<file path="src/tsr_pkg.sv">
// Package: constants and types of the temperature readout target
// ****************************************************************
// Operation
// - Answer only fixed address 0101111
// - Support write, read, send, receive byte
// - Receive byte returns last commanded register
// - Channel temperatures at offsets 00h, 01h
// - Unsigned byte, one degree per step
// - Temperature bytes leave most significant first
// - Three fraction bits at 05h, 06h
// - Negative temperatures read as zero
// - Extended read freezes integer update 0.25s
// - Integer read ends the freeze early
// - Convert from reset onward at 4Hz
// ****************************************************************
package tsr_pkg;

    // ************************************************************
    // Bus addressing and register map
    // ************************************************************
    localparam logic [6:0] TSR_DEV_ADDR  = 7'h2f;
    localparam logic [7:0] TSR_OFF_T1    = 8'h00;
    localparam logic [7:0] TSR_OFF_T2    = 8'h01;
    localparam logic [7:0] TSR_OFF_X1    = 8'h05;
    localparam logic [7:0] TSR_OFF_X2    = 8'h06;
    localparam logic [7:0] TSR_UNMAPPED  = 8'h00;
    localparam logic [3:0] TSR_BITS_BYTE = 4'h8;

    // ************************************************************
    // Result layout: signed eighths of a degree
    // ************************************************************
    localparam int TSR_RAW_W    = 12;
    localparam int TSR_SIGN_POS = 11;
    localparam int TSR_INT_LSB  = 3;
    localparam int TSR_FRAC_LSB = 5;
    localparam logic [7:0] TSR_TEMP_RST = 8'h00;

    // ************************************************************
    // Timing
    // ************************************************************
    localparam int TSR_CLK_HZ      = 20_000_000;
    localparam int TSR_CONV_MS     = 250;
    localparam int TSR_LOCK_MS     = 250;
    localparam int TSR_CONV_CYC    = TSR_CONV_MS * (TSR_CLK_HZ / 1000);
    localparam int TSR_LOCK_CYC    = TSR_LOCK_MS * (TSR_CLK_HZ / 1000);
    localparam int TSR_TMR_W       = 23;

    typedef enum logic [3:0] {
        ST_IDLE = 4'h0,
        ST_ADDR = 4'h1,
        ST_AACK = 4'h3,
        ST_CMD  = 4'h2,
        ST_CACK = 4'h6,
        ST_DATA = 4'h7,
        ST_DACK = 4'h5,
        ST_TX   = 4'h4,
        ST_TACK = 4'hc,
        ST_WAIT = 4'hd
    } tsr_st_e;

    typedef struct packed {
        logic                             done;
        logic [1:0][TSR_RAW_W-1:0]        raw;
    } tsr_conv_s;

    typedef struct packed {
        tsr_st_e                          st;
        logic                             scl_m;
        logic                             scl_s;
        logic                             scl_p;
        logic                             sda_m;
        logic                             sda_s;
        logic                             sda_p;
        logic [7:0]                       sh;
        logic [3:0]                       cnt;
        logic                             rw;
        logic [7:0]                       cmd;
        logic                             oe;
        logic                             sdo;
        logic [TSR_TMR_W-1:0]             tmr;
        logic                             start;
        logic [1:0][7:0]                  t;
        logic [1:0][7:0]                  x;
        logic [1:0]                       lk;
        logic [1:0][TSR_TMR_W-1:0]        lc;
    } tsr_state_s;

    localparam tsr_state_s TSR_STATE_RST = '0;

endpackage

</file>
<file path="src/tsr_smbus_target.sv">
// Module: serial target with temperature result registers and lock
`timescale 1ns/10ps
module tsr_smbus_target
    import tsr_pkg::*;
#(
    parameter int unsigned CONV_CYC = TSR_CONV_CYC,
    parameter int unsigned LOCK_CYC = TSR_LOCK_CYC
) (
    // Clock and reset
    input  wire logic      clk_i,
    input  wire logic      reset_i,
    // Serial pins
    input  wire logic      scl_i,
    input  wire logic      sda_i,
    output logic           sda_o,
    output logic           sda_oe_o,
    // Converter
    input  wire tsr_conv_s conv_i,
    output logic           conv_start_o
);

    localparam logic [TSR_TMR_W-1:0] CONV_LAST = TSR_TMR_W'(CONV_CYC - 1);
    localparam logic [TSR_TMR_W-1:0] LOCK_LOAD = TSR_TMR_W'(LOCK_CYC - 1);

    tsr_state_s q;
    tsr_state_s d;

    logic rise;
    logic fall;
    logic start_c;
    logic stop_c;

    assign rise    = q.scl_s & ~q.scl_p;
    assign fall    = ~q.scl_s & q.scl_p;
    assign start_c = q.scl_s & q.scl_p & q.sda_p & ~q.sda_s;
    assign stop_c  = q.scl_s & q.scl_p & ~q.sda_p & q.sda_s;

    function automatic logic [7:0] rd_byte(input logic [7:0] c, input tsr_state_s s);
        unique case (c)
            TSR_OFF_T1: rd_byte = s.t[0];
            TSR_OFF_T2: rd_byte = s.t[1];
            TSR_OFF_X1: rd_byte = s.x[0];
            TSR_OFF_X2: rd_byte = s.x[1];
            default:    rd_byte = TSR_UNMAPPED;
        endcase
    endfunction

    // ************************************************************
    // Next state
    // ************************************************************
    always_comb begin
        logic       ld;
        logic [7:0] sel;
        logic [TSR_RAW_W-1:0] r;
        ld  = 1'b0;
        sel = 8'h00;
        r   = '0;
        d   = q;
        // Pins pass two flops before any edge logic
        d.scl_m = scl_i;
        d.scl_s = q.scl_m;
        d.scl_p = q.scl_s;
        d.sda_m = sda_i;
        d.sda_s = q.sda_m;
        d.sda_p = q.sda_s;

        // Free running conversion tick, first one right after reset
        d.start = (q.tmr == '0);
        d.tmr   = (q.tmr == CONV_LAST) ? '0 : q.tmr + 1'b1;

        for (int i = 0; i < 2; i++) begin
            r = conv_i.raw[i];
            if (q.lk[i]) begin
                if (q.lc[i] == '0) begin
                    d.lk[i] = 1'b0;
                end else begin
                    d.lc[i] = q.lc[i] - 1'b1;
                end
            end
            // Locked pair keeps both bytes from one conversion
            if (conv_i.done && !q.lk[i]) begin
                if (r[TSR_SIGN_POS]) begin
                    d.t[i] = TSR_TEMP_RST;
                    d.x[i] = TSR_TEMP_RST;
                end else begin
                    d.t[i] = r[TSR_INT_LSB +: 8];
                    d.x[i] = {r[TSR_INT_LSB-1:0], 5'h00};
                end
            end
        end

        if (q.st == ST_ADDR || q.st == ST_CMD || q.st == ST_DATA) begin
            if (rise) begin
                d.sh  = {q.sh[6:0], q.sda_s};
                d.cnt = q.cnt + 4'h1;
            end
        end

        unique case (q.st)
            ST_IDLE: begin
            end
            ST_ADDR: begin
                if (fall && q.cnt == TSR_BITS_BYTE) begin
                    d.cnt = 4'h0;
                    if (q.sh[7:1] == TSR_DEV_ADDR) begin
                        d.st = ST_AACK;
                        d.oe = 1'b1;
                        d.rw = q.sh[0];
                    end else begin
                        d.st = ST_WAIT;
                    end
                end
            end
            ST_AACK: begin
                if (fall) begin
                    d.oe = 1'b0;
                    if (q.rw) begin
                        ld   = 1'b1;
                        d.st = ST_TX;
                    end else begin
                        d.st = ST_CMD;
                    end
                end
            end
            ST_CMD: begin
                if (fall && q.cnt == TSR_BITS_BYTE) begin
                    d.cmd = q.sh;
                    d.cnt = 4'h0;
                    d.oe  = 1'b1;
                    d.st  = ST_CACK;
                end
            end
            ST_CACK: begin
                if (fall) begin
                    d.oe = 1'b0;
                    d.st = ST_DATA;
                end
            end
            ST_DATA: begin
                // All registers here are read only, data is acked and dropped
                if (fall && q.cnt == TSR_BITS_BYTE) begin
                    d.cnt = 4'h0;
                    d.oe  = 1'b1;
                    d.st  = ST_DACK;
                end
            end
            ST_DACK: begin
                if (fall) begin
                    d.oe = 1'b0;
                    d.st = ST_WAIT;
                end
            end
            ST_TX: begin
                if (rise) begin
                    d.cnt = q.cnt + 4'h1;
                end
                if (fall) begin
                    if (q.cnt == TSR_BITS_BYTE) begin
                        d.oe  = 1'b0;
                        d.cnt = 4'h0;
                        d.st  = ST_TACK;
                    end else begin
                        d.oe = ~q.sh[7];
                        d.sh = {q.sh[6:0], 1'b0};
                    end
                end
            end
            ST_TACK: begin
                if (rise && q.sda_s) begin
                    d.st = ST_WAIT;
                end
                if (fall) begin
                    ld   = 1'b1;
                    d.st = ST_TX;
                end
            end
            ST_WAIT: begin
            end
            default: begin
                d.st = ST_IDLE;
            end
        endcase

        // Byte load for the host; reads have side effects on the lock
        if (ld) begin
            sel   = rd_byte(q.cmd, q);
            d.sh  = {sel[6:0], 1'b0};
            d.oe  = ~sel[7];
            d.cnt = 4'h0;
            for (int i = 0; i < 2; i++) begin
                if (q.cmd == (i == 0 ? TSR_OFF_X1 : TSR_OFF_X2)) begin
                    d.lk[i] = 1'b1;
                    d.lc[i] = LOCK_LOAD;
                end
                if (q.cmd == (i == 0 ? TSR_OFF_T1 : TSR_OFF_T2)) begin
                    d.lk[i] = 1'b0;
                end
            end
        end

        // Start and stop win over any phase
        if (start_c) begin
            d.st  = ST_ADDR;
            d.cnt = 4'h0;
            d.oe  = 1'b0;
        end
        if (stop_c) begin
            d.st = ST_IDLE;
            d.oe = 1'b0;
        end
    end

    always_ff @(posedge clk_i) begin
        if (reset_i) begin
            q <= TSR_STATE_RST;
        end else begin
            q <= d;
        end
    end

    assign sda_o        = q.sdo;
    assign sda_oe_o     = q.oe;
    assign conv_start_o = q.start;

    // Byte a read would load now, kept as a net so checks can look back at it
    logic [7:0] tx_pick;
    assign tx_pick = rd_byte(q.cmd, q);
endmodule // tsr_smbus_target

</file>
<file path="config.mk">
export PLATFORM = sky130hd
export DESIGN_NAME = tsr_smbus_target
export DESIGN_NICKNAME = d
export VERILOG_FILES = /design/src/tsr_pkg.sv /design/src/tsr_smbus_target.sv
export SDC_FILE = /design/constraint.sdc
export NUM_CORES = 1
export LEC_CHECK = 0
export BUFFER_PORTS_ARGS = -buffer_cell sky130_fd_sc_hd__clkbuf_2
export CAP_MARGIN = 20
export CELL_PAD_IN_SITES_DETAIL_PLACEMENT = 1
export CELL_PAD_IN_SITES_GLOBAL_PLACEMENT = 2
export CORE_ASPECT_RATIO = 1.25
export CORE_MARGIN = 2
export CORE_UTILIZATION = 32
export CTS_CLUSTER_SIZE = 40
export DETAILED_ROUTE_END_ITERATION = 10
export GPL_TIMING_DRIVEN = 0
export PLACE_DENSITY = 0.76
export SYNTH_ARGS = -nofsm -noshare
export SYNTH_HDL_FRONTEND = slang
export SYNTH_SLANG_ARGS = --single-unit
</file>
<file path="constraint.sdc">
create_clock -name clk_i -period 2.6 [get_ports clk_i]
set_input_delay 0.52 -clock clk_i [delete_from_list [all_inputs] [get_ports clk_i]]
set_output_delay 0.52 -clock clk_i [all_outputs]
set_load 0.005 [all_outputs]
</file>
Yosys cells after proc, flatten, opt, wreduce, memory -nomap -nowiden
Cells that the tools add are included.
{ "word_totals": {"reg_bits": 136, "latchBits": 0, "mem_bits_rw": 0, "romBits": 0, "inputBits": 29, "elab_cells": 168, "n_memories": 0} }
{ "classes": {"addsub": 4, "n_mul": 0, "n_div": 0, "order_cmp": 0, "n_eq_ne": 40, "shifts": 0, "muxes": 60, "bitwise_logic": 14, "n_reduce_logical": 27} }
{ "ops": {"columns": ["operator", "count"], "rows": [
  ["23-bit two-way mux", 6],
  ["23-bit logical NOT", 3],
  ["4-bit two-way mux", 14],
  ["8-bit two-way mux", 7],
  ["12-bit two-way mux", 4],
  ["48-bit two-way mux", 1],
  ["23-bit by 1-bit subtractor with 23-bit output, second input constant", 2],
  ["4-bit case mux with 9 select lines", 1],
  ["8-bit case mux with 4 select lines", 1],
  ["23-bit by 1-bit adder with 23-bit output, second input constant", 1],
  ["23-bit == test, second input constant", 1],
  ["1-bit two-way mux", 21],
  ["3-bit inequality test, second input constant", 7],
  ["10-bit AND reduction", 2],
  ["4-bit by 3-bit == test with 1-bit output, second input constant", 4],
  ["8-bit by 3-bit == test with 1-bit output, second input constant", 2],
  ["3-bit by 1-bit inequality test with 1-bit output, second input constant", 5],
  ["4-bit == test, second input constant", 3],
  ["4-bit case mux with 3 select lines", 1],
  ["2-bit inequality test, second input constant", 5],
  ["2-bit OR reduction", 5],
  ["3-bit by 2-bit inequality test with 1-bit output, second input constant", 3],
  ["3-bit OR reduction", 3],
  ["4-bit by 2-bit == test with 1-bit output, second input constant", 2],
  ["21 further kinds", 41]
]} }

Depth between registers and ports, before layout
Gate-level depths: netlist of the first run.
{ "depth": {"word_depth": 9, "ltp_mapped": 8, "ltp_nobuf": 7} }

Least setup slack after synthesis of the first run
OpenSTA, ideal clock, no wires.
{ "synth_timing": {"path_type": "register to register", "from": "register q[9] (netlist name)", "to": "register q[19] (netlist name)", "arrival_time_ps": 2139, "path_slack_ps": 317, "stages_incl_launch_ff": 8, "path_buffers": 2, "cell_sequence": "dfxtp_1 > or4_1 > buf_2 > or4_4 > buf_6 > or2_1 > a221oi_2 > a311oi_1"} }
{ "synth_between": {"elab_chain_cells": 5} }
{ "synth_lines": {"columns": ["item", "line_no", "source"], "rows": [
  ["start: declaration", "tsr_smbus_target.sv:25", "tsr_state_s q;"],
  ["start signal: assignment", "tsr_smbus_target.sv:215", "q <= TSR_STATE_RST;"],
  ["start signal: assignment", "tsr_smbus_target.sv:217", "q <= d;"],
  ["23-bit by 1-bit subtractor with 23-bit output or 23-bit logical NOT (tied branches)", "tsr_smbus_target.sv:77, tsr_smbus_target.sv:74", null],
  ["23-bit two-way mux *", "tsr_smbus_target.sv:74", "if (q.lc[i] == '0) begin"],
  ["23-bit two-way mux *", "tsr_smbus_target.sv:73", "if (q.lk[i]) begin"],
  ["23-bit two-way mux", "tsr_smbus_target.sv:191", "if (q.cmd == (i == 0 ? TSR_OFF_X1 : TSR_OFF_X2)) begin"],
  ["48-bit two-way mux *", "tsr_smbus_target.sv:185", "if (ld) begin"]
]} }
Mark *: on every way between the ends. The rest lies on a longest branch, timed or not.
A chain may end at the register's enable or synchronous reset.

Worst setup path in the final report of the first run
{ "layout_timing": {"from": "register q[9] (netlist name)", "to": "register q[11] (netlist name)"} }
Same word-level chain as after synthesis.

==> qor.txt, run 1 <==
Max frequency: 412 MHz
First-pass GRT wire length: 29,000 um
Syn Std Cell Area: 0.00622 mm2
HP Class: in2reg
Total GRT Usage: 17.6%
EDFF count, synth: 0
Place WS: -71.6 ps
Final ANT Viol Nets: 0
H-Tree Depth: 4
Post-Syn Instances: 721
Leak pwr: 2.62 nW
Largest delay contributor family on the critical path: simple AND/OR/NAND/NOR gates
Least-Margin Pin Slew: 809 ps
Input/output buffers: 30
Chip Width: 129 um
Initial antenna violation count: 0
Max-cap viol count: 0
CTS tree: done
Via count: 5,464
Sequential share of the synthesized area: 40.5%
Multi-input logic area: 0.00352 mm2
Drt drc: 0
Layout area overhead: 17.2%
Avg WL per Cell: 16.8 um
Peak VDD IR: 0.000469 V
CP endpoint kind: register
Status: finished, final reports clean
Die area: 0.0206 mm2
Fin crit period: 2420 ps
Core area: 0.0193 mm2
Root buffer cell: clkbuf_16
Final setup fails: 0
Ranking of synthesized cells by area: dfxtp_1, nor2_1, xnor2_1
Data arrival, critical path: 2710 ps
Commonest cells in the synthesized netlist: dfxtp_1, nor2_1, a21oi_1, xnor2_1, clkbuf_1
Syn avg cell area: 8.63 um2
Synth Net Count: 757
Initial drt markers: 143
Critical path, cell by cell: or4_1 -> buf_2 -> nor4_1 -> a2111oi_0 -> xnor2_1 -> a21oi_1
Post-DR vias/cell: 5.37
Initial core utilization: 32.3%
Synth Register Bits: 126
Count leader, synth: dfxtp_1
WP buf/inv: 1
Largest net degree at the start of global routing: 17
Synth Flop Type: dfxtp_1
Chip height: 160 um
Hold Buf Count CTS: 0
Clock-pin slew on the worst setup and hold paths: 60 ps
Slew headroom: 46.1%
First-pass DRT Iterations: 5
Crit path largest cell delay: 700 ps
Register area: 0.00252 mm2
PwrDens: 650 mW/mm2
Synth warn: 0
Critical Path RT: 2890 ps
Crit Path Class: reg2reg
ANT cells: 0
Post-synth top area share: 40.5%
Yosys cell types: 72
Setup crit start kind: register
Hold Fails Final Rpt: 0
Final GP Congestion: 0.806
Sink Count: 126
Post-synthesis async set-or-reset flop share: 0%
Num rows: 57
Final HPWL DP: 12,600 um
Clock latency on the worst-skew pair: 430 ps
Wirelength, routed: 17,100 um
CP max-delay cell: nor4_1
IO Pins: 32
Max Fanout on Critical Path: 7
Setup TNS: 0 ps
Proportion of layout cells with a drive suffix above 1: 11.8%
Vias in the first global route: 5,732
Layout Nets: 806
Slew Viols, Final: 0
RSZ-0062 raised after global routing: false
Fin crit share: 93.3%
Cts bufs inserted: 17
Fillers: 2,263
Total gr overflow: 0
Worst Slack Setup Final: 175 ps
Synth area leader: dfxtp_1
CTS max path bufs: 2
Clock Skew: 13.6 ps
[final timing paths]
| path | from | end | slack, ps | cells after the start |
|---|---|---|---|---|
| max | q[9]$_SDFF_PP0_ | q[11]$_SDFF_PP0_ | 180 | 6 |
| min | scl_i | d[131]$_SDFF_PP0_ | 320 | 2 |
| max reg2reg | q[9]$_SDFF_PP0_ | q[11]$_SDFF_PP0_ | 180 | 6 |
| min reg2reg | d[128]$_SDFF_PP0_ | d[127]$_SDFF_PP0_ | 430 | 1 |
[flip-flops by register name, summed over array words and instances (netlist names)]
signal	cells
q	120
d	4
sda_oe_o	1
conv_start_o	1
[layout by cell type, fill, tap and decap left out, types with 5 or more instances in the layout]
cell	n
nand3b_1	6
clkbuf_2	30
clkbuf_16	17
o21ai_0	29
nor2b_1	12
dfxtp_1	126
or4_1	10
or3_1	10
nor4_1	20
clkinv_2	6
a21oi_1	52
a22o_1	8
nand2b_1	11
xnor2_1	38
clkbuf_1	31
nor3b_1	26
xor2_1	20
inv_1	15
or2_2	5
nor3_1	29
mux2i_1	18
nand2_1	27
nand3_1	15
nand4_1	10
nor2_1	93
o31ai_1	7
nand4b_1	5
and4_1	5
ha_1	7
[layout make-up]
| type | count | area share, % |
|---|---|---|
| buffer | 35 | 1.99 |
| clock buffer | 19 | 6.07 |
| clock inverter | 12 | 1.99 |
| inverter | 15 | 0.772 |
| multi-input combinational | 543 | 48.3 |
| sequential | 126 | 34.6 |
| tap | 236 | 4.05 |
| timing repair buffer | 32 | 2.23 |
[repair_timing]
action | 4_1_cts | 5_1_grt
resized for setup | 2 | 5
pin swaps | 0 | 1
endpoints found under the setup margin | 8 | 20
setup buffers | 0 | 1
[worst reg2reg max path: stages, from the launching register on]
cell and delay (ps):
dfxtp_1 350, or4_1 510, buf_2 170, nor4_1 700, a2111oi_0 270, xnor2_1 210, a21oi_1 80
[cells by family (layout without fill, tap and decap cells)]
kind of cell | after synthesis | in the layout | synth area share (%)
xor gates and xnor gates | 59 | 59 | 8.53
DFF | 126 | 126 | 40.5
and+or+nand+nor | 315 | 315 | 28.2
AOI/OAI and AO/OA | 143 | 143 | 15.0
muxes | 18 | 18 | 2.90
adders and majority gates | 7 | 7 | 1.41
other | 1 | 1 | 0.0603
buffers and inverters | 52 | 113 | 3.36
[through the flow]
stage | std cells | instance area, um2 | util, % | hold WS (ps) | total power [mW]
2_1_floorplan | 721 | 6220 | - | 414 | 2.26
3_3_place_gp | 987 | 6670 | 34.6 | 432 | 2.37
3_5_place_dp | 988 | 6670 | 34.7 | 426 | 2.38
4_1_cts | 1018 | 7270 | 37.8 | 317 | 4.80
5_1_grt | 1018 | 7290 | 37.9 | 331 | 4.93
6_report | 1018 | 7290 | 37.9 | 319 | 4.74
[metal layers]
| metal | share of wire (%) | vias up | wire length, um | GRT usage, % |
|---|---|---|---|---|
| li1 | - | 2704 | - | - |
| met1 | 43 | 2696 | 7430 | 20.2 |
| met2 | 53 | 49 | 9040 | 31.8 |
| met3 | 2.4 | 15 | 410 | 4.25 |
| met4 | 1.4 | 0 | 236 | 5.43 |
| met5 | 0 | - | 0 | 0 |
[where the power goes]
part / internal, mW / leakage (nW) / switching (mW)
clock network: 1.52 / 0.292 / 0.888
registers: 1.96 / 1.02 / 0.0333
logic: 0.141 / 1.30 / 0.197
total: 3.62 / 2.62 / 1.12
Note: power is estimated with default switching activity, not from simulation.
==> inputs of run 2 (changes only) <==
REMOVE_ABC_BUFFERS = 1   (was default)
==> run 2 against run 1 <==
  * Flip-flop and latch count unchanged
  * Clock power increased by 3%
  * Die area unchanged
  * Critical path type unchanged
  * Critical endpoint is now q[19]$_SDFF_PP0_
==> qor.txt, run 2 (synthesis results as in run 1) <==
Status: finished, final reports clean
Largest delay contributor family on the critical path: simple AND/OR/NAND/NOR gates
Clock Skew: 7.19 ps
Critical R2R Launch: q[9]$_SDFF_PP0_
Chip Width: 129 um
Most frequent cells in the layout: dfxtp_1, nor2_1, a21oi_1, xnor2_1
Proportion of layout cells with a drive suffix above 1: 12.6%
Post-DR vias/cell: 5.47
HP Class: in2reg
Initial drt markers: 202
FF-to-FF End: q[19]$_SDFF_PP0_
Final GP Congestion: 0.792
Max frequency: 408 MHz
Commonest non-fill, non-tap cell in the layout: dfxtp_1
Slew Viols, Final: 0
Fillers: 2,241
Hold depth: 2
Fin crit share: 94.2%
Fin crit period: 2450 ps
Layout area overhead: 16.1%
First-pass DRT Iterations: 5
Max reg flops: 120
Final setup fails: 0
Max-cap viol count: 0
Clock-pin slew on the worst setup and hold paths: 60 ps
Crit Path Class: reg2reg
Critical Path RT: 2860 ps
Worst reg2reg setup slack: 150 ps
Data arrival, critical path: 2710 ps
Drt drc: 0
Setup TNS: 0 ps
Hold path endpoint: d[128]$_SDFF_PP0_
Slew headroom: 37.1%
Least-Margin Pin Slew: 930 ps
Leak pwr: 2.58 nW
Max Fanout on Critical Path: 10
Final HPWL DP: 11,400 um
CTS tree: done
Cts bufs inserted: 17
Cells on worst reg2reg path: 5
Initial core utilization: 32.3%
First-pass GRT wire length: 27,900 um
Core area: 0.0193 mm2
Avg WL per Cell: 16.6 um
Critical path, cell by cell: or4_1 -> or4_4 -> or2_1 -> a221oi_2 -> a311oi_1
Largest net degree at the start of global routing: 76
Final Instance Count excl. Fillers: 987
Largest Register: q
Sink Count: 126
PwrDens: 662 mW/mm2
WP buf/inv: 0
Vias in the first global route: 5,709
H-Tree Depth: 4
Post-layout util: 37.5%
Die area: 0.0206 mm2
CTS max path bufs: 2
CP max-delay cell: or4_1
Input/output buffers: 30
Placed insts: 951
Clock latency on the worst-skew pair: 420 ps
Wirelength, routed: 16,400 um
Place WS: -1300 ps
Chip height: 160 um
ANT cells: 0
Layout Nets: 774
Worst Slack Setup Final: 150 ps
Root buffer cell: clkbuf_16
Final ANT Viol Nets: 0
Total gr overflow: 0
IO Pins: 32
RSZ-0062 raised after global routing: false
Via count: 5,396
Hold Crit Start: sda_i
Setup crit start kind: register
Initial antenna violation count: 0
Peak VDD IR: 0.000411 V
Hold Fails Final Rpt: 0
Num rows: 57
Total GRT Usage: 16.8%
CP endpoint kind: register
Crit path largest cell delay: 680 ps
-- run 2: changes by cell type in the layout (fill, tap and decap cells not counted), moves of 2 or more --
cell      change
clkbuf_1     -31
clkinv_2      -4
inv_6         +4
buf_2         -3
clkinv_4      +3
buf_4         +2
-- run 2: stage by stage --
stage	total power [mW]	hold slack, ps	area, um2
floorplan	2.24	414	6070
global placement	2.35	418	6520
detailed placement	2.36	429	6530
CTS	4.84	289	7200
global route	4.99	335	7220
finish	4.78	305	7220
-- run 2: where the power goes --
group	switching (mW)	leakage [nW]	internal, mW
sequential	0.0530	1.02	1.96
clock	0.948	0.299	1.52
combinational	0.166	1.26	0.132
total	1.17	2.58	3.62
-- run 2: worst max path at each step --
stage	start	endpoint	slack (ps)	cells after the start
after floorplan	q[134]$_SDFFE_PP0P_	q[10]$_SDFF_PP0_	-60	5
after global placement	q[134]$_SDFFE_PP0P_	q[10]$_SDFF_PP0_	-1290	5
after detailed placement	q[134]$_SDFFE_PP0P_	q[29]$_SDFF_PP0_	-1300	5
after CTS	q[135]$_SDFFE_PP0P_	q[10]$_SDFF_PP0_	60	6
after global routing	q[2]$_SDFF_PP0_	q[11]$_SDFF_PP0_	4	5
final	q[9]$_SDFF_PP0_	q[19]$_SDFF_PP0_	150	5
-- run 2: layout make-up --
type,count,area (um2),area share (%)
multi-input cells,543,3540,49.1
inverters,15,56.3,0.779
clock buffers,17,425,5.89
repair buffers,35,193,2.67
well taps,236,295,4.09
flip-flops and latches,126,2520,34.9
clock inverters,15,186,2.58
-- run 2: per-layer routing --
metal | track usage (%) | routed length [um] | vias to the layer above
met5 | 0 | 0 | -
met4 | 6.37 | 321 | 0
met3 | 3.38 | 359 | 23
met2 | 31.2 | 8850 | 60
met1 | 18.6 | 6870 | 2666
li1 | - | - | 2647
-- run 2: what timing repair did --
item	in CTS	in global routing
resized for setup	4	5
hold buffers	0	0
setup endpoints to repair	58	25
setup buffers	4	0
pin swaps	2	0
gates cloned	0	0
